### src/common/wdr_pkg.sv
// package for the watchdog block: register map, fields, reset values, states
package wdr_pkg;
    localparam logic [7:0]  LOAD_OFS    = 8'h00;
    localparam logic [7:0]  VALUE_OFS   = 8'h04;
    localparam logic [7:0]  CTRL_OFS    = 8'h08;
    localparam logic [7:0]  ICLR_OFS    = 8'h0C;
    localparam logic [7:0]  RIS_OFS     = 8'h10;
    localparam logic [7:0]  LOCK_OFS    = 8'h14;
    localparam logic [7:0]  STAT_OFS    = 8'h18;
    localparam int          CTRL_EN_BIT    = 0;
    localparam int          CTRL_RESEN_BIT = 1;
    localparam int          CTRL_STALL_BIT = 2;
    localparam int          STAT_RUN_BIT   = 0;
    localparam int          STAT_LOCK_BIT  = 1;
    localparam logic [31:0] UNLOCK_KEY  = 32'h1ACC_E551;
    localparam logic [31:0] LOAD_RESET  = 32'hFFFF_FFFF;
    localparam logic [31:0] ZERO_WORD   = 32'h0000_0000;
    localparam logic [31:0] ONE_WORD    = 32'h0000_0001;

    typedef enum logic [1:0] {
        WDR_IDLE  = 2'b00,
        WDR_FIRST = 2'b01,
        WDR_SECND = 2'b11
    } wdr_state_t;

    typedef struct packed {
        logic        wr;
        logic [7:0]  addr;
        logic [31:0] data;
    } wdr_wr_t;
endpackage

### src/design/wdr_regbank.sv
// ahb-lite slave front end: captures address phase, issues one-cycle write strobe
`timescale 1ns/1ps
`default_nettype none
module wdr_regbank (
    input  wire logic        clk_i,
    input  wire logic        rst_i,
    input  wire logic        hsel_i,
    input  wire logic [31:0] haddr_i,
    input  wire logic [1:0]  htrans_i,
    input  wire logic        hwrite_i,
    input  wire logic [31:0] hwdata_i,
    input  wire logic        hready_i,
    output wdr_pkg::wdr_wr_t wr_o,
    output logic [7:0]       rd_addr_o,
    output logic             rd_o
);
    logic       wr_pend_reg;
    logic       rd_pend_reg;
    logic [7:0] addr_reg;
    logic       take;

    assign take = hsel_i && hready_i && htrans_i[1];

    always_ff @(posedge clk_i)
    begin
        if (rst_i)
        begin
            wr_pend_reg <= 1'b0;
            rd_pend_reg <= 1'b0;
            addr_reg    <= 8'h00;
        end
        else
        begin
            wr_pend_reg <= take && hwrite_i;
            rd_pend_reg <= take && !hwrite_i;
            if (take)
                addr_reg <= haddr_i[7:0];
        end
    end

    // data phase is always zero wait state
    // one driver for the whole strobe bundle
    assign wr_o      = '{wr: wr_pend_reg, addr: addr_reg, data: hwdata_i};
    assign rd_addr_o = haddr_i[7:0];
    assign rd_o      = take && !hwrite_i;
endmodule
`default_nettype wire

### src/design/wdr_top.sv
// watchdog with second-timeout reset, lock, live count and debug freeze
//
// Register access over AHB-Lite and the register addresses were chosen for this implementation.
`timescale 1ns/1ps
`default_nettype none
module wdr_top (
    input  wire logic        MCLK_I,
    input  wire logic        RESET_I,
    input  wire logic        HSEL_I,
    input  wire logic [31:0] HADDR_I,
    input  wire logic [1:0]  HTRANS_I,
    input  wire logic        HWRITE_I,
    input  wire logic [2:0]  HSIZE_I,
    input  wire logic [31:0] HWDATA_I,
    input  wire logic        HREADY_I,
    input  wire logic        DEBUG_HALT_I,
    output logic [31:0]      HRDATA_O,
    output logic             HREADYOUT_O,
    output logic             HRESP_O,
    output logic             WD_IRQ_O,
    output logic             WD_SYS_RESET_O
);
    wdr_pkg::wdr_wr_t    wr;
    logic [7:0]          rd_addr;
    logic                rd;
    logic [31:0]         load_reg;
    logic [31:0]         count_reg;
    logic                run_reg;
    logic                resen_reg;
    logic                stall_reg;
    logic                lock_reg;
    logic                ris_reg;
    logic                rst_reg;
    wdr_pkg::wdr_state_t state_reg;
    logic [31:0]         rdata_reg;
    logic                cfg_wr;
    logic                ctrl_wr;
    logic                load_wr;
    logic                clr_wr;
    logic                tick;
    logic                hit_zero;

    wdr_regbank u_bank (
        .clk_i     (MCLK_I),
        .rst_i     (RESET_I),
        .hsel_i    (HSEL_I),
        .haddr_i   (HADDR_I),
        .htrans_i  (HTRANS_I),
        .hwrite_i  (HWRITE_I),
        .hwdata_i  (HWDATA_I),
        .hready_i  (HREADY_I),
        .wr_o      (wr),
        .rd_addr_o (rd_addr),
        .rd_o      (rd)
    );

    assign cfg_wr  = wr.wr && !lock_reg;
    assign ctrl_wr = cfg_wr && (wr.addr == wdr_pkg::CTRL_OFS);
    assign load_wr = cfg_wr && (wr.addr == wdr_pkg::LOAD_OFS);
    assign clr_wr  = cfg_wr && (wr.addr == wdr_pkg::ICLR_OFS);
    // freeze only counts when enabled; otherwise halt is ignored
    assign tick     = run_reg && !(stall_reg && DEBUG_HALT_I);
    assign hit_zero = tick && (count_reg == wdr_pkg::ONE_WORD || count_reg == wdr_pkg::ZERO_WORD);

    // control bits; run is sticky once enabled, like a real watchdog
    always_ff @(posedge MCLK_I)
    begin
        if (RESET_I)
        begin
            run_reg   <= 1'b0;
            resen_reg <= 1'b0;
            stall_reg <= 1'b0;
        end
        else if (ctrl_wr)
        begin
            run_reg   <= run_reg | wr.data[wdr_pkg::CTRL_EN_BIT];
            resen_reg <= wr.data[wdr_pkg::CTRL_RESEN_BIT];
            stall_reg <= wr.data[wdr_pkg::CTRL_STALL_BIT];
        end
    end

    // lock engages on any non-key write to the lock register, releases on the key
    always_ff @(posedge MCLK_I)
    begin
        if (RESET_I)
            lock_reg <= 1'b0;
        else if (wr.wr && wr.addr == wdr_pkg::LOCK_OFS)
            lock_reg <= (wr.data != wdr_pkg::UNLOCK_KEY);
    end

    always_ff @(posedge MCLK_I)
    begin
        if (RESET_I)
            load_reg <= wdr_pkg::LOAD_RESET;
        else if (load_wr)
            load_reg <= wr.data;
    end

    // counter: reads never touch it
    always_ff @(posedge MCLK_I)
    begin
        if (RESET_I)
            count_reg <= wdr_pkg::LOAD_RESET;
        else if (load_wr)
            count_reg <= wr.data;
        else if (ctrl_wr && !run_reg && wr.data[wdr_pkg::CTRL_EN_BIT])
            count_reg <= load_reg;
        else if (hit_zero)
            count_reg <= load_reg;
        else if (tick)
            count_reg <= count_reg - wdr_pkg::ONE_WORD;
    end

    // interrupt flag: set wins over clear
    always_ff @(posedge MCLK_I)
    begin
        if (RESET_I)
            ris_reg <= 1'b0;
        else if (hit_zero || (load_wr && run_reg && wr.data == wdr_pkg::ZERO_WORD))
            ris_reg <= 1'b1;
        else if (clr_wr)
            ris_reg <= 1'b0;
    end

    always_ff @(posedge MCLK_I)
    begin
        if (RESET_I)
            state_reg <= wdr_pkg::WDR_IDLE;
        else
        begin
            case (state_reg)
                wdr_pkg::WDR_IDLE:
                    if (run_reg)
                        state_reg <= wdr_pkg::WDR_FIRST;
                wdr_pkg::WDR_FIRST:
                    if (hit_zero && ris_reg && resen_reg)
                        state_reg <= wdr_pkg::WDR_SECND;
                wdr_pkg::WDR_SECND:
                    state_reg <= wdr_pkg::WDR_SECND;
                default:
                    state_reg <= wdr_pkg::WDR_IDLE;
            endcase
        end
    end

    // reset output held until system reset
    always_ff @(posedge MCLK_I)
    begin
        if (RESET_I)
            rst_reg <= 1'b0;
        else if (state_reg == wdr_pkg::WDR_FIRST && hit_zero && ris_reg && resen_reg)
            rst_reg <= 1'b1;
    end

    always_ff @(posedge MCLK_I)
    begin
        if (RESET_I)
            rdata_reg <= wdr_pkg::ZERO_WORD;
        else if (rd)
        begin
            case (rd_addr)
                wdr_pkg::LOAD_OFS:  rdata_reg <= load_reg;
                wdr_pkg::VALUE_OFS: rdata_reg <= count_reg;
                wdr_pkg::CTRL_OFS:  rdata_reg <= {29'h000_0000, stall_reg, resen_reg, run_reg};
                wdr_pkg::RIS_OFS:   rdata_reg <= {31'h000_0000, ris_reg};
                wdr_pkg::LOCK_OFS:  rdata_reg <= {31'h000_0000, lock_reg};
                wdr_pkg::STAT_OFS:  rdata_reg <= {30'h000_0000, lock_reg, run_reg};
                default:            rdata_reg <= wdr_pkg::ZERO_WORD;
            endcase
        end
    end

    assign HRDATA_O       = rdata_reg;
    assign HREADYOUT_O    = 1'b1;
    assign HRESP_O        = 1'b0;
    assign WD_IRQ_O       = ris_reg;
    assign WD_SYS_RESET_O = rst_reg;
endmodule
`default_nettype wire

### config.mk
export PLATFORM = sky130hd
export DESIGN_NAME = wdr_top
export DESIGN_NICKNAME = d
export VERILOG_FILES = /design/src/common/wdr_pkg.sv /design/src/design/wdr_regbank.sv /design/src/design/wdr_top.sv
export SDC_FILE = /design/constraint.sdc
export NUM_CORES = 1
export LEC_CHECK = 0
export CORE_UTILIZATION = 60
export DETAILED_ROUTE_END_ITERATION = 8
export DONT_BUFFER_PORTS = 1
export MAX_ROUTING_LAYER = met4
export PLACE_DENSITY_LB_ADDON = 0.08
export RECOVER_POWER = 100
export REMOVE_ABC_BUFFERS = 1
export SLEW_MARGIN = 10
export SYNTH_ARGS = -nofsm -noshare
export SYNTH_HDL_FRONTEND = slang
export SYNTH_SLANG_ARGS = --single-unit
### constraint.sdc
create_clock -name MCLK_I -period 3.8 [get_ports MCLK_I]
set_input_delay 0.76 -clock MCLK_I [delete_from_list [all_inputs] [get_ports MCLK_I]]
set_output_delay 0.76 -clock MCLK_I [all_outputs]
set_load 0.01 [all_outputs]
# After elaboration in Yosys (flattened, before gate mapping)

Index checks and enable logic that the tools add are counted.

Register bits: 113
Bits of input ports: 75
Output and inout bits: 36
Word-level logic and storage cells: 73

Add/sub/neg operators: 1
Equal/unequal tests: 14
Multiplexer cells: 10
Bitwise operators: 1
Reduce and logical (&&, ||, !) cells: 35

Operators with widths:

| cell                  | number |
|---|---|
| $pmux 32 s6           | 1 |
| $mux 32               | 4 |
| $logic_not 32->1      | 2 |
| $eq 32x1->1 const B   | 1 |
| $eq 8x5->1 const B    | 4 |
| $ne 32x29->1 const B  | 1 |
| $sub 32x1->32 const B | 1 |
| $eq 8x4->1 const B    | 3 |
| $logic_and 1x1->1     | 21 |
| $logic_not 8->1       | 2 |
| $eq 8x3->1 const B    | 1 |
| $pmux 2 s3            | 1 |
| $logic_not 1->1       | 4 |
| $mux 2                | 2 |
| $ne 2x2->1 const B    | 2 |
| $reduce_bool 4->1     | 1 |
| $eq 2x1->1 const B    | 1 |
| $eq 2x2->1 const B    | 1 |
| $logic_not 2->1       | 1 |
| $logic_or 1x1->1      | 2 |
| $mux 1                | 2 |
| $reduce_and 2->1      | 1 |
| $reduce_bool 2->1     | 1 |
| $or 1x1->1            | 1 |

# Longest topological paths before layout

Gate-level depths: netlist of the first run.

Word-level depth: 8
Depth in mapped cells: 10
Gate-level depth less buffers: 8

# Cells and area by module

From an unflattened synthesis of the first run, not the netlist that was laid out.

Cells, all modules: 820
Area total of the unflattened synthesis: 6,383.6 µm²

By module, submodules not included:

| module      | times used | cells each | area each (µm²) | sequential area each (µm²) |
|---|---|---|---|---|
| wdr_top     | 1          | 740        | 5,676.7         | 2,082.0 |
| wdr_regbank | 1          | 80         | 706.9           | 180.2 |

# Worst setup path after synthesis of the first run

OpenSTA, ideal clock, no wires.

Path kind: reg2reg
From: register count_reg[24]
To: register count_reg[4]
Setup time: 127 ps
Arrival time: 2,597 ps
Data required time: 3,673 ps
Setup slack: 1,075 ps
Cell stages (with the launch flop): 11
Path buffers: 4
Clock period less this slack: 2,725 ps
Path through: dfxtp_1 -> buf_2 -> or4_1 -> buf_2 -> or4_4 -> nor4_4 -> or2_1 -> buf_4 -> buf_6 -> mux2i_1 -> o21ai_1

Cells in the longest elaborated chain, start to end: 6
Elaborated cells on any way between the ends: 8
Classes of those cells: eq/ne (1); mux (3); reduce/logical (4)

Ends and longest elaborated chain:

| element                                                | RTL line       | RTL |
|---|---|---|
| from (decl)                                            | wdr_top.sv:27  | `logic [31:0] count_reg;` |
| from (signal assigned)                                 | wdr_top.sv:103 | `count_reg <= wdr_pkg::LOAD_RESET;` |
| from (signal assigned)                                 | wdr_top.sv:105 | `count_reg <= wr.data;` |
| from (signal assigned)                                 | wdr_top.sv:107 | `count_reg <= load_reg;` |
| $eq 32x1->1 / $logic_not 32->1 (equally long branches) | wdr_top.sv:63  | `assign hit_zero = tick && (count_reg == wdr_pkg::ONE_WORD \|\| count_reg == wdr_pkg::ZERO_WORD);` |
| $logic_or 1x1->1 *                                     | wdr_top.sv:63  |  |
| $logic_and 1x1->1 *                                    | wdr_top.sv:63  |  |
| $mux 32                                                | wdr_top.sv:108 | `else if (hit_zero)` |
| $mux 32                                                | wdr_top.sv:106 | `else if (ctrl_wr && !run_reg && wr.data[wdr_pkg::CTRL_EN_BIT])` |
| $mux 32                                                | wdr_top.sv:104 | `else if (load_wr)` |

Every way passes the cells marked *; elsewhere a longest branch is shown, timed or not.
A chain may end at the register's enable or synchronous reset.

# Worst setup path in the final report of the first run

From: register count_reg[8]
To: register count_reg[6]

The elaborated chain is that of the path after synthesis.

==> results of run 1 <==
## worst min-delay path by stage
stage / startpoint / end / slack [ns] / depth (start not counted)
6_report: RESET_I / HRDATA_O[4]$_SDFFE_PP0P_ / 0.30 / 1
5_1_grt: RESET_I / HRDATA_O[7]$_SDFFE_PP0P_ / 0.28 / 1
4_1_cts: RESET_I / HRDATA_O[7]$_SDFFE_PP0P_ / 0.29 / 1
3_5_place_dp: load_reg[20]$_SDFFE_PP1P_ / load_reg[20]$_SDFFE_PP1P_ / 0.44 / 2
3_3_place_gp: load_reg[20]$_SDFFE_PP1P_ / load_reg[20]$_SDFFE_PP1P_ / 0.44 / 2
2_1_floorplan: load_reg[17]$_SDFFE_PP1P_ / load_reg[17]$_SDFFE_PP1P_ / 0.42 / 2
## through the flow
step / power (mW) / setup slack (ns) / instance area (sq um)
detailed placement: 1.33 / 0.657 / 5830
floorplan: 1.30 / 0.636 / 5490
global route: 2.85 / 0.234 / 6340
finish: 2.78 / 0.418 / 6340
CTS: 2.79 / 0.595 / 6380
global placement: 1.32 / 0.711 / 5830
## final cells by class
cell class,count,share of cell area
clock buffer,18,0.0659
sequential,113,0.357
inverter,6,0.00355
timing repair buffer,21,0.0239
clock inverter,14,0.0211
tap,129,0.0254
multi-input combinational,529,0.503
## power groups by stage
stage | logic (mW) | clock network [mW] | registers [mW]
final | 0.0907 | 1.48 | 1.21
after global routing | 0.0984 | 1.54 | 1.21
after detailed placement | 0.0885 | 0 | 1.24
after floorplan | 0.0652 | 0 | 1.23
after CTS | 0.0894 | 1.49 | 1.21
after global placement | 0.0860 | 0 | 1.24
## metal layers
layer,GRT usage,wire (microns)
met4,0.162,625
met5,-,0
met2,0.619,8680
met3,0.100,1880
met1,0.492,7590
## synthesized netlist by cell type (all sizes together), types with 4 or more instances
master / instances
mux2: 29
a21oi: 50
o31ai: 4
or4: 12
a31oi: 12
and3: 6
a22oi: 31
a221oi: 8
xor2: 6
o21ai: 21
nor4: 23
a32oi: 8
nand2: 99
o41ai: 7
o22ai: 10
dfxtp: 113
xnor2: 6
nand4: 13
nor3: 19
nand2b: 4
mux2i: 10
nand3: 21
buf: 12
o211ai: 6
clkbuf: 45
or3: 7
nor2: 72
inv: 6
## cells by family after synthesis
family	share of synthesized area
AND/OR/NAND/NOR	0.245
AO/OA/AOI/OAI	0.217
flip-flops	0.395
buffers and inverters	0.0454
multiplexers	0.0745
XOR/XNOR	0.0183
adder cells (fa/ha/maj)	0.00437
other	0.00131
## critical path, delay by kind of cell, from the launching register on
kind	cells	cell delay (ns)
flops	1	0.36
mux	1	0.19
simple gates	4	2.32
compound gates	1	0.11
buf+inv	1	0.23
## cell usage in the layout (no fill, tap or decap), drive strengths merged, types with 8 or more instances in the layout
master / n
nand3: 21
o21ai: 21
nand2: 99
a21oi: 50
or4: 12
inv: 9
mux2i: 10
nand4: 13
clkbuf: 23
o22ai: 10
mux2: 29
nor3: 19
dfxtp: 113
a31oi: 12
a22oi: 31
a32oi: 8
nor2: 72
a221oi: 8
nor4: 23
buf: 16
==> impl_summary.md, run 1 <==
Yosys
In this run, synthesis produced a sequential element count of around 110. Ranked by total cell area, the synthesized netlist is headed by dfxtp_1 (39%), nand2_1 (6.5%), mux2_2 (5.7%), nor2_1 (4.7%), a21oi_1 (4.4%). The Yosys step of the flow raised 0 warnings. The post-synthesis async set-or-reset flop share is 0.

The dominant cell type by area after synthesis is dfxtp_1. The synthesized netlist contains 65 unique library cells. The share of synthesized area in the top cell type comes to 0.395. The synthesized design contains 0 enable-type register cells. The post-synthesis instance area is about 5700 sq um. The primary flip-flop cell chosen by synthesis mapping is dfxtp_1.

The average instance area after synthesis is 8.13 sq um. The number of cells produced by synthesis is 705. For this run, the register share of the synthesized area comes to 0.395.

Clock network
The number of buffers inserted during clock tree synthesis is 17. After clock tree synthesis, the flow added hold-fix buffers numbering 0. TritonCTS built the clock tree.

No sink is reached through more buffers than the 2 on the longest clock path. Clock tree synthesis found a total of around 110 sinks. After clock tree synthesis, the clock-pin slew on the worst setup and hold paths is 0.06 ns. The later pin in the worst-skew pair is clocked with a latency of 0.52 ns. The root buffer selected by CTS is clkbuf_8.

The buffer count from post-CTS setup fixing is 0. The number of gates resized after CTS is 0. The deepest level of the CTS H-tree is 4.

Global routing
The initial antenna violation count is 0. The number of global-route vias before repair was ~5400. The global-route wire length before repair is 29100 microns. For this run, the total global-route usage over all layers was measured as 0.398. The total grt overflow is 0. The pin count of the biggest net entering global routing is 83.

Timing
The largest clock skew in the final design is 0.00709 ns. The top achievable clock speed is 0.296 GHz. Setup violations remaining at the end of the flow were counted as 0. The number of hold violations in the final report was 0. Setup repair after global routing left no endpoint under its margin. The actual slew at the worst max-slew pin is ~0.92 ns. Of the available clock period, the critical path in the final layout requires 0.890.

The final count of pins violating max slew was 0. The time the worst path needs with I/O delays and setup is 3.38 ns. Setup total negative slack on the finished layout was measured at 0 ns.

The worst pin sits at a relative slew slack of 0.388. Across all hold checks on the routed design, the worst slack comes to around 0.30 ns.

Die
The die covers 9950 sq um. The initial core utilization is 0.620. The count of standard-cell rows is 35.

For this design the top-level I/O count stands at 111. In this run the standard cell core region covers 9240 sq um. The die height is 99.7 microns. The die extent in x is 99.7 microns.

Setup path
The required time at the worst-slack endpoint is 4.16 ns. The signal on the critical path passes through or4_1, or4_1, nor4_1, or2_0, buf_12, mux2i_1, a32oi_1. Counting cells, the worst reg-to-reg path comes to 7. The slowest stage of the critical path is the or4_1 cell. Of all nets on the critical path, the largest fanout is 11. STA classifies the critical path endpoint as a register. The cell with the most instances on the worst path is or4_1. The register-to-register setup slack is 0.42 ns. For the worst setup path, the data arrival time is 3.75 ns. In this design, the stage delay of the slowest critical-path cell is 0.72 ns. The start of the worst register-to-register path is count_reg[8]$_SDFFE_PP1P_. The category of the most critical setup path is register to register. The critical path starts at count_reg[8]$_SDFFE_PP1P_. STA classifies the critical path startpoint as a register.

The end of the worst register-to-register path is count_reg[6]$_SDFFE_PP1P_. Following the worst setup path forward leads to its endpoint at count_reg[6]$_SDFFE_PP1P_.

Route
In the routed design, unresolved DRC markers number 0. The count of nets left with antenna violations after detail routing is 0. Summing over every cut layer, the via total after detailed routing is between 5000 and 6000. The via count normalized by instance count is between 6 and 7.

The routed wire length per instance is ~23 microns. The final layout contains routed wiring with a total length of 18800 microns. The detailed router's first-iteration violation count is 472.

The first detailed-routing pass took 5 iterations.

Finish
The relative area change from synthesis to final layout is 10.7%. At the end of the flow, the number of nets in the layout was 765. The area taken by multi-input logic gates is 3190 sq um.

Of the cells placed in the final design, the portion with a size suffix greater than 1 is 0.120. The number of filler instances in the final layout is around 800. Summing all flip-flop and latch instances after layout gives 2260 sq um.

The utilization after layout is 0.686. The count of inserted antenna diode cells is 0. The final instance count without filler cells is 830.

Power
For this design the total switching power over the nets is ~670 uW. The design internal power is 2.11 mW. The peak ir drop on the vdd network is 0.371 mV. The fraction of power spent switching nets is 0.243. The clock network power share is 0.531. The leakage dissipation is 2.12 nW. The logic gate share of total power is 0.033. The cell area power density is 439 nW/um^2. The power share of the sequential group is 0.436.

Placement
Summed over all nets, the half-perimeter wirelength after detailed placement is between 10000 and 15000 microns. Including well taps, the total number of placed cells is 798. The count of input and output buffers is 0.

The congestion estimate from routability-driven global placement came to 0.946.

Min path
The path class of the lowest-slack min-delay path is primary input to register.

Status
The flow ran to the end, and the final reports show no timing, DRC or antenna violations.

Flow run
The count of maximum capacitance violations is 0.
No activity file was read; power rests on OpenSTA's default activity.
==> run 2, diff against run 1 <==
--- a/config.mk
+++ b/config.mk
@@ -6,6 +6,7 @@
 export NUM_CORES = 1
 export LEC_CHECK = 0
 export CORE_UTILIZATION = 60
+export CTS_BUF_LIST = sky130_fd_sc_hd__clkbuf_2
 export DETAILED_ROUTE_END_ITERATION = 8
 export DONT_BUFFER_PORTS = 1
 export MAX_ROUTING_LAYER = met4
==> run 2 against run 1 <==
Clock skew grew 0.021 ns. Worst setup slack worse by 0.011 ns. Utilization is 3.5 points lower. Global-route usage down 0.83 points. Maximum frequency shrank 0.33%. Largest cell class unchanged.
==> impl_summary.md, run 2 (synthesis gave the netlist of run 1 again) <==
Global routing
The global-route wire length before repair came to 28500 microns (-2.1%). The initial antenna violation count is 0 (unchanged). The pin count of the biggest net entering global routing is 83 (unchanged). The number of global-route vias before repair is 5292 (-1.5%). The global router's overall resource usage came to 0.389 (-0.00832). The total grt overflow came to 0 (unchanged).

Setup path
Counting stages on the worst path, the most repeated cell is or4_1. STA classifies the critical path endpoint as a register. The category of the worst setup path launch point is a register. The slowest stage of the critical path belongs to the cell or4_1. Walking the worst path, the cells encountered are or4_1, or4_1, nor4_1, or2_0, buf_12, mux2i_1, a32oi_1.

The worst reg2reg path depth came to 7 (unchanged). The register-to-register setup slack came to 0.41 ns (about the same). The start of the worst register-to-register path is count_reg[8]$_SDFFE_PP1P_. The worst register-to-register path ends at count_reg[6]$_SDFFE_PP1P_.

The data arrival at the endpoint of the critical path is 3.93 ns (+0.18 ns). The critical path is of the register to register type. The delay of the slowest cell on the worst path is 0.70 ns (-0.02 ns). The peak fanout along the critical path came to 11 (unchanged). The required time at the worst-slack endpoint is 4.33 ns (+0.17 ns).

Die
The die height is 99.7 microns (unchanged). The boundary pin count is 111 (unchanged). The placeable core region was 9240 sq um (unchanged).

The initial core utilization came to 0.620 (unchanged). The count of standard-cell rows is 35 (unchanged). The die outline area came to 9950 sq um (unchanged).

The die extent in x is 99.7 microns (unchanged).

Route
The detailed router's first-iteration violation count was 410 (-13%). The routed wire length per instance is 22.0 microns (-2.5%). The remaining design rule violation count is 0 (unchanged). The via count normalized by instance count is 6.77 (-0.78%). The count of nets left with antenna violations after detail routing is 0 (unchanged).

The vias after detailed routing is 5616 (-0.78%). The length of the first detailed-routing pass in iterations is 5 (unchanged). The detailed-route wire length is 18300 microns (-2.5%).

Timing
The final count of negative-setup-slack endpoints is 0 (unchanged). The remaining max-slew budget at the tightest pin was 0.392 (+0.00436). Setup repair after global routing left no endpoint under its margin.

The worst hold margin is 0.102 ns (-0.198 ns). The minimum setup slack in the final design is 0.407 ns (-0.0113 ns). The post-route setup TNS is 0 ns (unchanged). The top achievable clock speed is 0.295 GHz (-0.33%). The actual slew at the worst max-slew pin was 0.911 ns (-0.00654 ns). The time the worst path needs with I/O delays and setup is 3.39 ns (+0.0113 ns). The final count of pins violating max slew came to 0 (unchanged).

The number of hold violations in the final report is 0 (unchanged). The share of the clock period used by the worst path is 0.893 (+0.00297). The largest clock skew in the final design was 0.0280 ns (+0.0209 ns).

Clock network
The CTS clock-pin slew for the worst setup and hold paths was 0.21 ns (+0.15 ns). The number of gates resized after CTS is 0 (unchanged). The maximum number of buffers from clock root to sink is 2 (unchanged). The number of buffers inserted during clock tree synthesis is 17 (unchanged).

The latest clock arrival within the worst-skew pair came to 0.69 ns (+0.17 ns). The number of hold buffers added after CTS is 0 (unchanged). The root buffer selected by CTS is clkbuf_2. The deepest level of the CTS H-tree came to 4 (unchanged). The buffer count from post-CTS setup fixing is 0 (unchanged). The count of clock tree sinks was 113 (unchanged). The CTS tree is yes.

Min path
The tightest min-delay check is of the primary input to register type. The worst hold path cell count came to 1 (unchanged). The capture endpoint of the worst hold path is HRDATA_O[7]$_SDFFE_PP0P_. The worst hold path begins at RESET_I.

Finish
The number of nets in the layout is 765 (unchanged). The count of inserted antenna diode cells is 0 (unchanged). The most common cell after layout, fill and taps aside is dfxtp_1. The relative area change from synthesis to final layout is 4.96%. The library cells used most frequently in the layout, excluding fill and tap cells, are dfxtp_1 (113), nand2_1 (99), nor2_1 (72). The share of final-layout standard cells stronger than drive strength 1 came to 0.121 (+0.00143). The number of filler instances in the final layout is 842 (+5.8%).

Power
The peak ir drop on the vdd network is 0.330 mV (-11%). The cell area power density is 345 nW/um^2 (-21%). The leakage dissipation was 1.99 nW (-6.2%). The total power after layout is 2.07 mW (-26%).

Placement
The count of input and output buffers is 0 (unchanged). The detailed-placement wirelength estimate is 12600 microns (unchanged). The pre-CTS setup slack was 0.657 ns (unchanged). The final RePlAce weighted congestion is 0.946 (unchanged).

Flow run
The count of maximum capacitance violations was 0 (unchanged).

Status
The flow ran to the end, and the final reports show no timing, DRC or antenna violations.
==> run 2: cell counts in the layout (fill, tap and decap cells not counted) <==
No cell type changed its count.
==> run 2: worst max path at each step <==
stage / from / end / slack, ns / cells past startpoint
floorplan: lock_reg$_SDFFE_PP0P_ / count_reg[27]$_SDFFE_PP1P_ / 0.64 / 6
global placement: count_reg[8]$_SDFFE_PP1P_ / count_reg[28]$_SDFFE_PP1P_ / 0.71 / 6
detailed placement: count_reg[8]$_SDFFE_PP1P_ / count_reg[28]$_SDFFE_PP1P_ / 0.66 / 6
CTS: count_reg[8]$_SDFFE_PP1P_ / count_reg[28]$_SDFFE_PP1P_ / 0.61 / 6
global route: count_reg[8]$_SDFFE_PP1P_ / count_reg[6]$_SDFFE_PP1P_ / 0.27 / 7
finish: count_reg[8]$_SDFFE_PP1P_ / count_reg[6]$_SDFFE_PP1P_ / 0.41 / 7
==> run 2: routing by layer <==
metal	share of wire	GRT usage	up-vias
met5	0	-	-
met4	0.031	0.175	0
met3	0.10	0.0998	53
met2	0.46	0.593	324
met1	0.40	0.485	2652
li1	-	-	2587
==> run 2: where the power goes <==
group / internal, mW / switching (mW) / leakage, nW
Combinational: 0.0360 / 0.0536 / 0.951
Clock: 0.245 / 0.523 / 0.124
Sequential: 1.20 / 0.0147 / 0.914
==> run 2: stage by stage <==
stage / cells / area [sq um] / util
floorplan: 648 / 5490 / -
global route: 830 / 6010 / 0.651
finish: 830 / 6010 / 0.651
CTS: 830 / 6050 / 0.655
detailed placement: 798 / 5830 / 0.631
global placement: 798 / 5830 / 0.631
==> run 2: cell type report <==
type	count	area (sq um)	share of cell area
inverter	6	22.5	0.00374
sequential	113	2260	0.376
tap	129	161	0.0268
clock inverter	14	134	0.0223
multi-input combinational	529	3190	0.531
clock buffer	18	90.1	0.0150
timing repair buffer	21	151	0.0252
==> run 2: worst max-delay path: cells and delay by family (launching register included) <==
kind,cells,cell delay (ns)
AND/OR/NAND/NOR,4,2.30
flip-flops,1,0.40
buffers and inverters,1,0.23
multiplexers,1,0.20
AO/OA/AOI/OAI,1,0.12
